$ cat src/common/simb_params.svh
// register offsets, reset values and field positions of the event mask bank
`ifndef SIMB_PARAMS_SVH
`define SIMB_PARAMS_SVH
`define SIMB_GEN_MASK_ADDR 8'h1e
`define SIMB_MODEM_MASK_ADDR 8'h1f
`define SIMB_MASK_RESET 16'hffff
// writable bits; everything else is reserved and reads one
`define SIMB_GEN_RW_BITS 16'h06cf
`define SIMB_MODEM_RW_BITS 16'h1fff
`define SIMB_RESERVED_VALUE 16'hffff
`define SIMB_READ_UNMAPPED 16'h0000
// general mask fields
`define SIMB_SELFTEST_COMPLETE_BIT 10
`define SIMB_SELFTEST_FAILED_BIT 9
`define SIMB_SLEW_IDLE_BIT 7
`define SIMB_CONV_DONE_BIT 6
`define SIMB_BREAK_FRAME_BIT 3
`define SIMB_BREAK_PARITY_BIT 2
`define SIMB_SERIAL_FRAME_BIT 1
`define SIMB_SERIAL_PARITY_BIT 0
// modem mask fields
`define SIMB_GAP_ERR_BIT 12
`define SIMB_FRAME_ERR_BIT 11
`define SIMB_PARITY_ERR_BIT 10
`define SIMB_RX_THRESHOLD_BIT 9
`define SIMB_RX_FULL_BIT 8
`define SIMB_RX_EMPTY_BIT 7
`define SIMB_TX_THRESHOLD_BIT 6
`define SIMB_TX_FULL_BIT 5
`define SIMB_TX_EMPTY_BIT 4
`define SIMB_CARRIER_LOST_BIT 3
`define SIMB_CARRIER_FOUND_BIT 2
`define SIMB_SEND_PERMIT_DROP_BIT 1
`define SIMB_SEND_PERMIT_GAIN_BIT 0
`endif

$ cat src/common/simb_pkg.sv
// types shared by the event mask bank
package simb_pkg;
  typedef struct packed {
    logic wr_en;
    logic rd_en;
    logic [7:0] addr;
    logic [15:0] wdata;
  } simb_req_type;
  typedef struct packed {
    logic valid;
    logic [15:0] rdata;
  } simb_rsp_type;
  typedef struct packed {
    logic general;
    logic modem;
  } simb_summary_type;
endpackage

$ cat src/simb_mask_bank.sv
// general and modem event mask registers with masked interrupt summaries
`timescale 1ns/1ps
`include "simb_params.svh"
module simb_mask_bank (
  input wire logic core_clk,
  input wire logic nrst,
  input simb_pkg::simb_req_type reg_req,
  output simb_pkg::simb_rsp_type reg_rsp_ff,
  input wire logic [15:0] general_event_flags,
  input wire logic [15:0] modem_event_flags,
  output simb_pkg::simb_summary_type summary_ff,
  output logic [15:0] general_event_mask_ff,
  output logic [15:0] modem_event_mask_ff
);
  logic rst_meta_ff;
  logic rst_n_ff;
  logic [15:0] nxt_general_mask;
  logic [15:0] nxt_modem_mask;

  // reset release through two flops; async assert
  always_ff @(posedge core_clk or negedge nrst) begin
    if (!nrst) begin
      rst_meta_ff <= 1'b0;
      rst_n_ff <= 1'b0;
    end else begin
      rst_meta_ff <= 1'b1;
      rst_n_ff <= rst_meta_ff;
    end
  end

  // merge a write into a mask, reserved bits forced high
  function automatic logic [15:0] merge_mask(input logic [15:0] wdata,
                                             input logic [15:0] rw_bits);
    merge_mask = (wdata & rw_bits) | (`SIMB_RESERVED_VALUE & ~rw_bits);
  endfunction

  // offset decode shared by write and read paths so the two cannot drift
  function automatic logic addr_hit(input logic [7:0] addr,
                                    input logic [7:0] offset);
    addr_hit = (addr == offset);
  endfunction

  // writable positions built from the field list, not the flat map;
  // the bench expects from the flat map, so a slip in either shows up
  localparam logic [15:0] gen_field_bits =
    (16'h0001 << `SIMB_SELFTEST_COMPLETE_BIT) |
    (16'h0001 << `SIMB_SELFTEST_FAILED_BIT) |
    (16'h0001 << `SIMB_SLEW_IDLE_BIT) |
    (16'h0001 << `SIMB_CONV_DONE_BIT) |
    (16'h0001 << `SIMB_BREAK_FRAME_BIT) |
    (16'h0001 << `SIMB_BREAK_PARITY_BIT) |
    (16'h0001 << `SIMB_SERIAL_FRAME_BIT) |
    (16'h0001 << `SIMB_SERIAL_PARITY_BIT);

  // modem fields, every position below the reserved top three
  localparam logic [15:0] modem_field_bits =
    (16'h0001 << `SIMB_GAP_ERR_BIT) |
    (16'h0001 << `SIMB_FRAME_ERR_BIT) |
    (16'h0001 << `SIMB_PARITY_ERR_BIT) |
    (16'h0001 << `SIMB_RX_THRESHOLD_BIT) |
    (16'h0001 << `SIMB_RX_FULL_BIT) |
    (16'h0001 << `SIMB_RX_EMPTY_BIT) |
    (16'h0001 << `SIMB_TX_THRESHOLD_BIT) |
    (16'h0001 << `SIMB_TX_FULL_BIT) |
    (16'h0001 << `SIMB_TX_EMPTY_BIT) |
    (16'h0001 << `SIMB_CARRIER_LOST_BIT) |
    (16'h0001 << `SIMB_CARRIER_FOUND_BIT) |
    (16'h0001 << `SIMB_SEND_PERMIT_DROP_BIT) |
    (16'h0001 << `SIMB_SEND_PERMIT_GAIN_BIT);

  // next mask values
  always_comb begin
    nxt_general_mask = general_event_mask_ff;
    nxt_modem_mask = modem_event_mask_ff;
    if (reg_req.wr_en && addr_hit(reg_req.addr, `SIMB_GEN_MASK_ADDR)) begin
      nxt_general_mask = merge_mask(reg_req.wdata, gen_field_bits);
    end
    if (reg_req.wr_en && addr_hit(reg_req.addr, `SIMB_MODEM_MASK_ADDR)) begin
      nxt_modem_mask = merge_mask(reg_req.wdata, modem_field_bits);
    end
  end

  // mask storage, all ones after reset so nothing fires early
  always_ff @(posedge core_clk or negedge rst_n_ff) begin
    if (!rst_n_ff) begin
      general_event_mask_ff <= `SIMB_MASK_RESET;
      modem_event_mask_ff <= `SIMB_MASK_RESET;
    end else begin
      general_event_mask_ff <= nxt_general_mask;
      modem_event_mask_ff <= nxt_modem_mask;
    end
  end

  // read port, answer one cycle after the strobe
  always_ff @(posedge core_clk or negedge rst_n_ff) begin
    if (!rst_n_ff) begin
      reg_rsp_ff <= '0;
    end else begin
      // reads see the mask before a same-cycle write lands
      reg_rsp_ff.valid <= reg_req.rd_en;
      if (!reg_req.rd_en) begin
        reg_rsp_ff.rdata <= `SIMB_READ_UNMAPPED;
      end else if (addr_hit(reg_req.addr, `SIMB_GEN_MASK_ADDR)) begin
        reg_rsp_ff.rdata <= general_event_mask_ff;
      end else if (addr_hit(reg_req.addr, `SIMB_MODEM_MASK_ADDR)) begin
        reg_rsp_ff.rdata <= modem_event_mask_ff;
      end else begin
        reg_rsp_ff.rdata <= `SIMB_READ_UNMAPPED;
      end
    end
  end

  // summaries use the live status; reserved mask bits stay one so
  // unused status inputs can never leak through
  always_ff @(posedge core_clk or negedge rst_n_ff) begin
    if (!rst_n_ff) begin
      summary_ff <= '0;
    end else begin
      summary_ff.general <= |(general_event_flags & ~general_event_mask_ff);
      summary_ff.modem <= |(modem_event_flags & ~modem_event_mask_ff);
    end
  end

  a_gen_summary: assert property (@(posedge core_clk) disable iff (!rst_n_ff)
    1'b1 |=> summary_ff.general ==
      $past(|(general_event_flags & ~general_event_mask_ff)))
    else $error("general summary mismatch");
  a_modem_summary: assert property (@(posedge core_clk) disable iff (!rst_n_ff)
    1'b1 |=> summary_ff.modem == $past(|(modem_event_flags & ~modem_event_mask_ff)))
    else $error("modem summary mismatch");
  // gating of the summaries
  a_masked_quiet: assert property (@(posedge core_clk) disable iff (!rst_n_ff)
    (general_event_mask_ff == `SIMB_MASK_RESET &&
     modem_event_mask_ff == `SIMB_MASK_RESET) |=>
      (!summary_ff.general && !summary_ff.modem))
    else $error("summary raised while fully masked");
  a_unmask_fires: assert property (@(posedge core_clk) disable iff (!rst_n_ff)
    (general_event_flags[`SIMB_SELFTEST_COMPLETE_BIT] &&
     !general_event_mask_ff[`SIMB_SELFTEST_COMPLETE_BIT]) |=> summary_ff.general)
    else $error("unmasked event did not raise summary");

  // reserved positions hold one whatever was written
  a_gen_reserved: assert property (@(posedge core_clk) disable iff (!rst_n_ff)
    (general_event_mask_ff | `SIMB_GEN_RW_BITS) == `SIMB_RESERVED_VALUE)
    else $error("general reserved bits not one");
  a_modem_reserved: assert property (@(posedge core_clk) disable iff (!rst_n_ff)
    (modem_event_mask_ff | `SIMB_MODEM_RW_BITS) == `SIMB_RESERVED_VALUE)
    else $error("modem reserved bits not one");

  // register access: writes land next cycle, reads answer next cycle
  a_gen_write: assert property (@(posedge core_clk) disable iff (!rst_n_ff)
    (reg_req.wr_en && reg_req.addr == `SIMB_GEN_MASK_ADDR) |=>
      (general_event_mask_ff & `SIMB_GEN_RW_BITS) == ($past(reg_req.wdata) & `SIMB_GEN_RW_BITS))
    else $error("general mask write lost");
  a_modem_write: assert property (@(posedge core_clk) disable iff (!rst_n_ff)
    (reg_req.wr_en && reg_req.addr == `SIMB_MODEM_MASK_ADDR) |=>
      (modem_event_mask_ff & `SIMB_MODEM_RW_BITS) == ($past(reg_req.wdata) & `SIMB_MODEM_RW_BITS))
    else $error("modem mask write lost");
  a_read_back: assert property (@(posedge core_clk) disable iff (!rst_n_ff)
    (reg_req.rd_en && !reg_req.wr_en && reg_req.addr == `SIMB_GEN_MASK_ADDR) |=>
      reg_rsp_ff.valid && reg_rsp_ff.rdata == general_event_mask_ff)
    else $error("general mask read mismatch");
  a_modem_read_back: assert property (@(posedge core_clk) disable iff (!rst_n_ff)
    (reg_req.rd_en && !reg_req.wr_en && reg_req.addr == `SIMB_MODEM_MASK_ADDR) |=>
      reg_rsp_ff.valid && reg_rsp_ff.rdata == modem_event_mask_ff)
    else $error("modem mask read mismatch");
  a_read_keeps_old: assert property (@(posedge core_clk) disable iff (!rst_n_ff)
    (reg_req.rd_en && reg_req.wr_en && reg_req.addr == `SIMB_GEN_MASK_ADDR) |=>
      reg_rsp_ff.rdata == $past(general_event_mask_ff))
    else $error("read during write not old value");

  // idle bus clears the response to the unmapped value; stray writes leave both masks alone
  a_rsp_idle: assert property (@(posedge core_clk) disable iff (!rst_n_ff)
    !reg_req.rd_en |=> !reg_rsp_ff.valid && reg_rsp_ff.rdata == `SIMB_READ_UNMAPPED)
    else $error("response without a read");
  a_stray_write: assert property (@(posedge core_clk) disable iff (!rst_n_ff)
    (reg_req.wr_en && reg_req.addr != `SIMB_GEN_MASK_ADDR &&
     reg_req.addr != `SIMB_MODEM_MASK_ADDR) |=>
      $stable(general_event_mask_ff) && $stable(modem_event_mask_ff))
    else $error("write to other offset changed a mask");

  // first cycle out of reset: all masked, nothing raised
  a_reset_value: assert property (@(posedge core_clk) disable iff (!rst_n_ff)
    $rose(rst_n_ff) |-> general_event_mask_ff == `SIMB_MASK_RESET &&
      modem_event_mask_ff == `SIMB_MASK_RESET && !summary_ff.general &&
      !summary_ff.modem && !reg_rsp_ff.valid)
    else $error("state after reset not masked");

  // one raised flag alone: the summary follows exactly its own mask bit
  for (genvar g = 0; g < $bits(general_event_mask_ff); g++) begin : g_bit_gate
    a_gen_bit_gate: assert property (@(posedge core_clk) disable iff (!rst_n_ff)
      (general_event_flags == (16'h0001 << g)) |=>
        summary_ff.general == !$past(general_event_mask_ff[g]))
      else $error("general bit gate wrong");
    a_modem_bit_gate: assert property (@(posedge core_clk) disable iff (!rst_n_ff)
      (modem_event_flags == (16'h0001 << g)) |=>
        summary_ff.modem == !$past(modem_event_mask_ff[g]))
      else $error("modem bit gate wrong");
  end

  // main scenarios worth seeing at least once
  c_general_summary_flag: cover property (@(posedge core_clk) disable iff (!rst_n_ff)
    $rose(summary_ff.general));
  c_modem_irq: cover property (@(posedge core_clk) disable iff (!rst_n_ff)
    $rose(summary_ff.modem));
  c_modem_write: cover property (@(posedge core_clk) disable iff (!rst_n_ff)
    reg_req.wr_en && reg_req.addr == `SIMB_MODEM_MASK_ADDR);
  c_read_during_write: cover property (@(posedge core_clk) disable iff (!rst_n_ff)
    reg_req.rd_en && reg_req.wr_en);
  c_reset_release: cover property (@(posedge core_clk) disable iff (!rst_n_ff)
    $rose(rst_n_ff));
endmodule

$ cat config.mk
export PLATFORM = sky130hd
export DESIGN_NAME = simb_mask_bank
export DESIGN_NICKNAME = d
export VERILOG_FILES = /design/src/common/simb_pkg.sv /design/src/simb_mask_bank.sv
export VERILOG_INCLUDE_DIRS = /design/src /design/src/common
export SDC_FILE = /design/constraint.sdc
export NUM_CORES = 1
export LEC_CHECK = 0
export CORE_MARGIN = 3
export CORE_UTILIZATION = 39
export DETAILED_ROUTE_END_ITERATION = 10
export DONT_BUFFER_PORTS = 1
export GPL_ROUTABILITY_DRIVEN = 0
export GPL_TIMING_DRIVEN = 0
export PLACE_DENSITY = 0.62
export SLEW_MARGIN = 25
export SYNTH_ARGS = -nofsm -noshare
export SYNTH_HDL_FRONTEND = slang
export SYNTH_SLANG_ARGS = --single-unit
$ cat constraint.sdc
create_clock -name core_clk -period 1.5 [get_ports core_clk]
set_input_delay 0.225 -clock core_clk [delete_from_list [all_inputs] [get_ports core_clk]]
set_output_delay 0.225 -clock core_clk [all_outputs]
set_load 0.005 [all_outputs]
==> results of run 1 <==
-- routing by layer --
layer | global-route usage, % | part of all wire (%) | vias up
li1 | - | - | 490
met1 | 16.6 | 38 | 529
met2 | 24.2 | 49 | 72
met3 | 7.11 | 12 | 4
met4 | 5.23 | 0.83 | 0
met5 | 0 | 0 | -
-- sequential cells by signal, indices dropped and copies added, names as in the netlist --
register               cells
summary_ff                 2
rst_n_ff                   1
rst_meta_ff                1
general_event_mask_ff      8
modem_event_mask_ff       13
reg_rsp_ff                15
-- worst paths after layout --
path                                        startpoint                     end  slack [ns]  depth (start not counted)
worst max-delay path            modem_event_mask_ff[4]           summary_ff[0]        0.07                          4
worst min-delay path             modem_event_flags[11]           summary_ff[0]        0.09                          2
worst max register to register  modem_event_mask_ff[4]           summary_ff[0]        0.07                          4
worst min register to register                rst_n_ff           reg_rsp_ff[7]        0.20                          0
max in group asynchronous                     rst_n_ff  modem_event_mask_ff[9]        0.78                          1
min in group asynchronous                         nrst             rst_meta_ff        0.16                          1
-- layout make-up --
class / instances / area [µm²]
buffer: 17 / 121
clock buffer: 6 / 72.6
clock inverter: 2 / 35.0
fill: 392 / 2140
inverter: 19 / 71.3
multi-input combinational: 76 / 619
sequential: 40 / 1030
tap: 50 / 62.6
timing repair buffer: 3 / 47.5
-- placed cells by master (no fill, tap or decap) --
cell type	instances
and3_1	1
clkbuf_1	2
a221o_1	1
clkbuf_8	5
mux2i_1	8
or4_1	1
dfstp_2	21
a22o_1	1
inv_1	19
bufinv_16	1
clkinv_2	1
buf_4	13
nand3_1	2
nor2_1	8
buf_6	1
nor4b_4	1
nand2_1	1
dfrtp_1	18
buf_16	1
dlygate4sd3_1	2
a2111oi_4	1
a221oi_1	1
mux2_2	21
nor2b_1	3
nor2_4	1
buf_2	1
conb_1	12
buf_1	1
a21oi_1	6
dfrtp_2	1
and4_1	1
nand4_4	1
o22ai_1	5
-- stage by stage --
stage          cells  setup slack [ns]  area (µm²)
6_report         213            0.0721        2060
4_1_cts          213            0.0665        2060
3_3_place_gp     202            -0.276        1880
2_1_floorplan    152            0.0574        1820
3_5_place_dp     203            -0.259        1910
5_1_grt          213            0.0266        2060
-- logic make-up (layout without fill, tap and decap cells) --
kind of cell    after synthesis  after routing  share of synthesized area (%)
mux                          29             29                           17.8
flops                        40             40                           57.7
buf+inv                      36             47                           10.8
simple gates                 20             20                           7.95
other cells                   1             12                          0.211
compound gates               15             15                           5.49
-- power by group through the flow --
stage                     clock network (mW)  registers (mW)  logic [mW]
after floorplan                            0            1.19       0.103
after global placement                     0            1.21       0.115
after detailed placement                   0            1.20       0.137
after CTS                              0.871            1.18       0.147
after global routing                   0.908            1.19       0.162
final                                  0.839            1.18       0.145
-- what timing repair did --
action / 4_1_cts / 5_1_grt
gates resized for setup: 3 / 0
setup endpoints to repair: 1 / 0
hold buffers: 2 / 0
endpoints found under the hold margin: 3 / 0
==> impl_metrics.csv, run 1 <==
group,metric,value,unit
critical_path,max_stage_delay,0.56,ns
power_and_ir_drop,sw_frac_of_total,21.2,%
power_and_ir_drop,power.density,1050,mW/mm²
outcome,status,"completed",
detailed_routing,wire_per_inst,18.2,µm
floorplan,dieHeight,73.5,µm
detailed_routing,vias_per_cell,5.14,
timing,fin_crit_sh,95.2,%
timing,setup_viol,0,
floorplan,start_util,42.3,%
synth,yosys_warnings,0,
finish,area_growth,15.7,%
detailed_routing,dr.first_iter.drc_count,20,
timing,tns,0,ns
clock_network,clk_path_buf_depth,2,
critical_path,worstPathCellList,"inv_1 > a221o_1 > a2111oi_4 > nand3_1",
finish,nets,222,
global_route,grt_max_degree,23,
global_route,grt_first_pass_wirelength,5870,µm
synth,yosysTopAreaCell,"dfstp_2",
clock_network,cts_buffers,5,
critical_path,crit_family,"compound AO/OA/AOI/OAI gates",
synth,syn_inst,141,
synth,synth_top_area_share,31.0,%
hold_path,hp-class,"input pin to register",
floorplan,die_area,0.00541,mm²
timing,final-max-slew-violation-count,0,
power_and_ir_drop,p_leak,0.935,nW
synth,synth_edf_count,0,
power_and_ir_drop,p_clk_share,38.8,%
flow_run,maxCapViolCount,0,
clock_network,cts_sinks,40,
placement,portBuffers,0,
timing,worst_pin_slew,0.629,ns
finish,fin_util,49.0,%
synth,ys_types,27,
global_route,antenna_found_initial,0,
critical_path,critPathRequiredTime,1.66,ns
global_route,grt_pass1_vias,1187,
floorplan,rows,23,
critical_path,worst_path_max_delay_cell,"dfstp_2",
timing,relSlewSlack,58.1,%
detailed_routing,vias,1095,
detailed_routing,wl,3870,µm
timing,min_period,1.43,ns
power_and_ir_drop,seq_power_share,54.5,%
floorplan,ios,111,
global_route,gr-total-overflow,0,
synth,yosysSeqAreaShare,57.7,%
floorplan,chipWidth,73.5,µm
power_and_ir_drop,p_switching,0.458,mW
placement,dp_hpwl,3030,µm
finish,antenna_cells,0,
power_and_ir_drop,vdd_drop_max,0.611,mV
clock_network,htreeDepth,2,
synth,avgSynthCellArea,12.6,µm²
clock_network,cts_root_buf,"clkbuf_8",
clock_network,path_clk_slew,0.07,ns
clock_network,post_cts_buffers,0,
critical_path,cp-end-kind,"register",
floorplan,core_area,0.00420,mm²
power_and_ir_drop,internal_power,1.71,mW
synth,synth_area_leaders,"dfstp_2 31%, dfrtp_1 27%, mux2_2 13%, buf_4 5.5%, mux2i_1 4.5%",
synth,synth_commonest_cells,"21 x dfstp_2, 21 x mux2_2, 19 x dfrtp_1, 19 x inv_1, 13 x buf_4",
timing,rsz0062_at_grt,"false",
finish,final_layout_size_suffix_gt1_share,42.9,%
power_and_ir_drop,power_frac_comb,6.7,%
synth,syn_area,0.00178,mm²
critical_path,worstSetupPathType,"register to register",
critical_path,crit_fanout,3,
global_route,track_usage,14.7,%
timing,clock-skew-final,0.00675,ns
detailed_routing,drtAntennaViolNets,0,
timing,timing.fmax,0.700,GHz
power_and_ir_drop,power,2.16,mW
synth,ys.flop_type,"dfstp_2",
clock_network,worstSkewPairLatency,0.28,ns
synth,ys_seq_elements,40,
timing,whs,0.0862,ns
critical_path,crit_arrival,1.58,ns
clock_network,cts_tree,"yes",
critical_path,path_buf_inv,1,
detailed_routing,route.detailed.drc,0,
synth,async_reset_ff_share,100,%
critical_path,cp-start-kind,"register",
timing,finalHoldViolCount,0,
detailed_routing,dr.pass1.iters,3,
No activity file was read; power rests on OpenSTA's default activity.
==> inputs of run 2 (changes only) <==
--- a/config.mk
+++ b/config.mk
@@ -6,13 +6,12 @@
 export SDC_FILE = /design/constraint.sdc
 export NUM_CORES = 1
 export LEC_CHECK = 0
-export CORE_MARGIN = 3
-export CORE_UTILIZATION = 39
+export CORE_UTILIZATION = 51
 export DETAILED_ROUTE_END_ITERATION = 10
 export DONT_BUFFER_PORTS = 1
 export GPL_ROUTABILITY_DRIVEN = 0
 export GPL_TIMING_DRIVEN = 0
-export PLACE_DENSITY = 0.62
+export PLACE_DENSITY = 0.66
 export SLEW_MARGIN = 25
 export SYNTH_ARGS = -nofsm -noshare
 export SYNTH_HDL_FRONTEND = slang
==> run 2 against run 1 <==
First-iteration DRC count is 30% higher; design area down 4.0%; maximum frequency grew 0.91%; sequential cell count unchanged; non-clock buffer count is 1 higher; global-route usage increased by 5.4 points; critical path depth stayed put; setup slack improved by 0.013 ns.
==> impl_metrics.csv, run 2 (synthesis results as in run 1) <==
group,metric,value,unit
floorplan,chipWidth,61.1,µm
detailed_routing,drtAntennaViolNets,0,
hold_path,hp-class,"input pin to register",
floorplan,die_area,0.00373,mm²
floorplan,ios,111,
floorplan,dieHeight,61.1,µm
finish,post-route-cell-area,0.00198,mm²
detailed_routing,route.detailed.drc,0,
floorplan,start_util,53.3,%
finish,largest_reg_flops,15,
global_route,gr-total-overflow,0,
clock_network,post_cts_buffers,0,
clock_network,cts_buffers,5,
finish,largestRegisters,"reg_rsp_ff x15, modem_event_mask_ff x13, general_event_mask_ff x8",
power_and_ir_drop,vdd_drop_max,0.800,mV
detailed_routing,wl,3430,µm
global_route,antenna_found_initial,0,
timing,final-max-slew-violation-count,0,
global_route,grt_max_degree,39,
floorplan,rows,21,
clock_network,htreeDepth,2,
clock_network,path_clk_slew,0.11,ns
timing,min_period,1.42,ns
flow_run,maxCapViolCount,0,
outcome,status,"completed",
detailed_routing,wire_per_inst,16.3,µm
finish,nets,223,
global_route,grt_pass1_vias,1044,
detailed_routing,dr.pass1.iters,6,
floorplan,core_area,0.00334,mm²
finish,area_growth,11.0,%
detailed_routing,dr.first_iter.drc_count,26,
critical_path,cp-end-kind,"register",
finish,antenna_cells,0,
detailed_routing,vias_per_cell,5.02,
finish,fin_cells,210,
timing,timing.fmax,0.707,GHz
global_route,grt_first_pass_wirelength,5080,µm
timing,setup_viol,0,
placement,place_inst,198,
timing,worst_pin_slew,0.774,ns
clock_network,cts_root_buf,"clkbuf_4",
global_route,track_usage,20.1,%
timing,finalHoldViolCount,0,
timing,fin_crit_sh,94.3,%
critical_path,crit_arrival,1.64,ns
critical_path,crit_fanout,3,
placement,dp_hpwl,2560,µm
critical_path,cp-start-kind,"register",
clock_network,cts_sinks,40,
clock_network,cts_tree,"yes",
finish,final_layout_size_suffix_gt1_share,42.7,%
placement,portBuffers,0,
timing,rsz0062_at_grt,"true",
critical_path,critPathRequiredTime,1.72,ns
detailed_routing,vias,1055,
timing,clock-skew-final,0.00843,ns
power_and_ir_drop,power.density,921,mW/mm²
timing,relSlewSlack,48.4,%
finish,num-fill-cells,308,
critical_path,worstSetupPathType,"register to register",
finish,fin_util,59.2,%
clock_network,clk_path_buf_depth,2,
placement,placement.cell_area,0.00188,mm²
finish,top_register,"reg_rsp_ff",
clock_network,worstSkewPairLatency,0.34,ns
finish,mostFrequentLayoutCells,"21 x mux2_2, 21 x dfstp_2, 18 x dfrtp_1",
power_and_ir_drop,p_leak,0.905,nW
run 2: cell types whose count changed in the layout (fill, tap and decap cells not counted), sizes merged:
cell,change
dlygate4sd3,+2
buf,-1
bufinv,-1
clkbuf,+1
run 2: cell type report:
cell class / instances / area (µm²) / area share [%]
multi-input combinational: 76 / 607 / 30.7
buffer: 17 / 121 / 6.14
sequential: 40 / 1030 / 52.1
tap: 46 / 57.6 / 2.91
clock inverter: 1 / 5.00 / 0.253
timing repair buffer: 4 / 40.0 / 2.03
inverter: 19 / 71.3 / 3.61
clock buffer: 7 / 45.0 / 2.28
run 2: what timing repair did:
| action | in CTS | in global routing |
|---|---|---|
| endpoints found under the hold margin | 3 | 3 |
| gates resized for setup | 2 | 2 |
| hold buffers | 2 | 2 |
| setup endpoints to repair | 1 | 1 |
| pin swaps | 1 | 0 |
run 2: routing by layer:
| layer | vias up | share of wire (%) | GRT usage (%) |
|---|---|---|---|
| met5 | - | 0 | 0 |
| met2 | 58 | 51 | 33.5 |
| li1 | 492 | - | - |
| met3 | 5 | 9.6 | 9.24 |
| met1 | 500 | 39 | 22.9 |
| met4 | 0 | 0.85 | 6.82 |
run 2: worst paths after layout:
kind                                   to  slack (ns)                   start  depth (start not counted)
max                         summary_ff[0]        0.08  modem_event_mask_ff[4]                          4
min                         summary_ff[0]        0.02   modem_event_flags[11]                          2
max reg2reg                 summary_ff[0]        0.08  modem_event_mask_ff[4]                          4
min reg2reg                reg_rsp_ff[11]        0.36                rst_n_ff                          0
max in group asynchronous   reg_rsp_ff[2]        0.66                rst_n_ff                          0
min in group asynchronous     rst_meta_ff        0.11                    nrst                          1
run 2: power by group:
| group | switching, mW | leakage [nW] | internal [mW] |
|---|---|---|---|
| sequential | 0.0535 | 0.464 | 1.13 |
| clock | 0.321 | 0.0293 | 0.183 |
| combinational | 0.0558 | 0.412 | 0.0741 |
run 2: critical path, cell delays in order, from the launching register on:
cell and delay, ns:
dfstp_2 0.58, inv_2 0.05, a221o_1 0.34, a2111oi_2 0.23
nand3_1 0.11
run 2: per-stage QoR:
stage	setup TNS (ns)	hold slack [ns]	power [mW]	setup slack [ns]
floorplan	0	-0.0706	1.29	0.0574
finish	0	0.0168	1.82	0.0849
global route	-0.00493	0.0000357	1.92	-0.00493
CTS	0	0.00317	1.84	0.0598
global placement	-0.123	-0.0705	1.32	-0.115
detailed placement	-0.215	-0.0705	1.33	-0.140
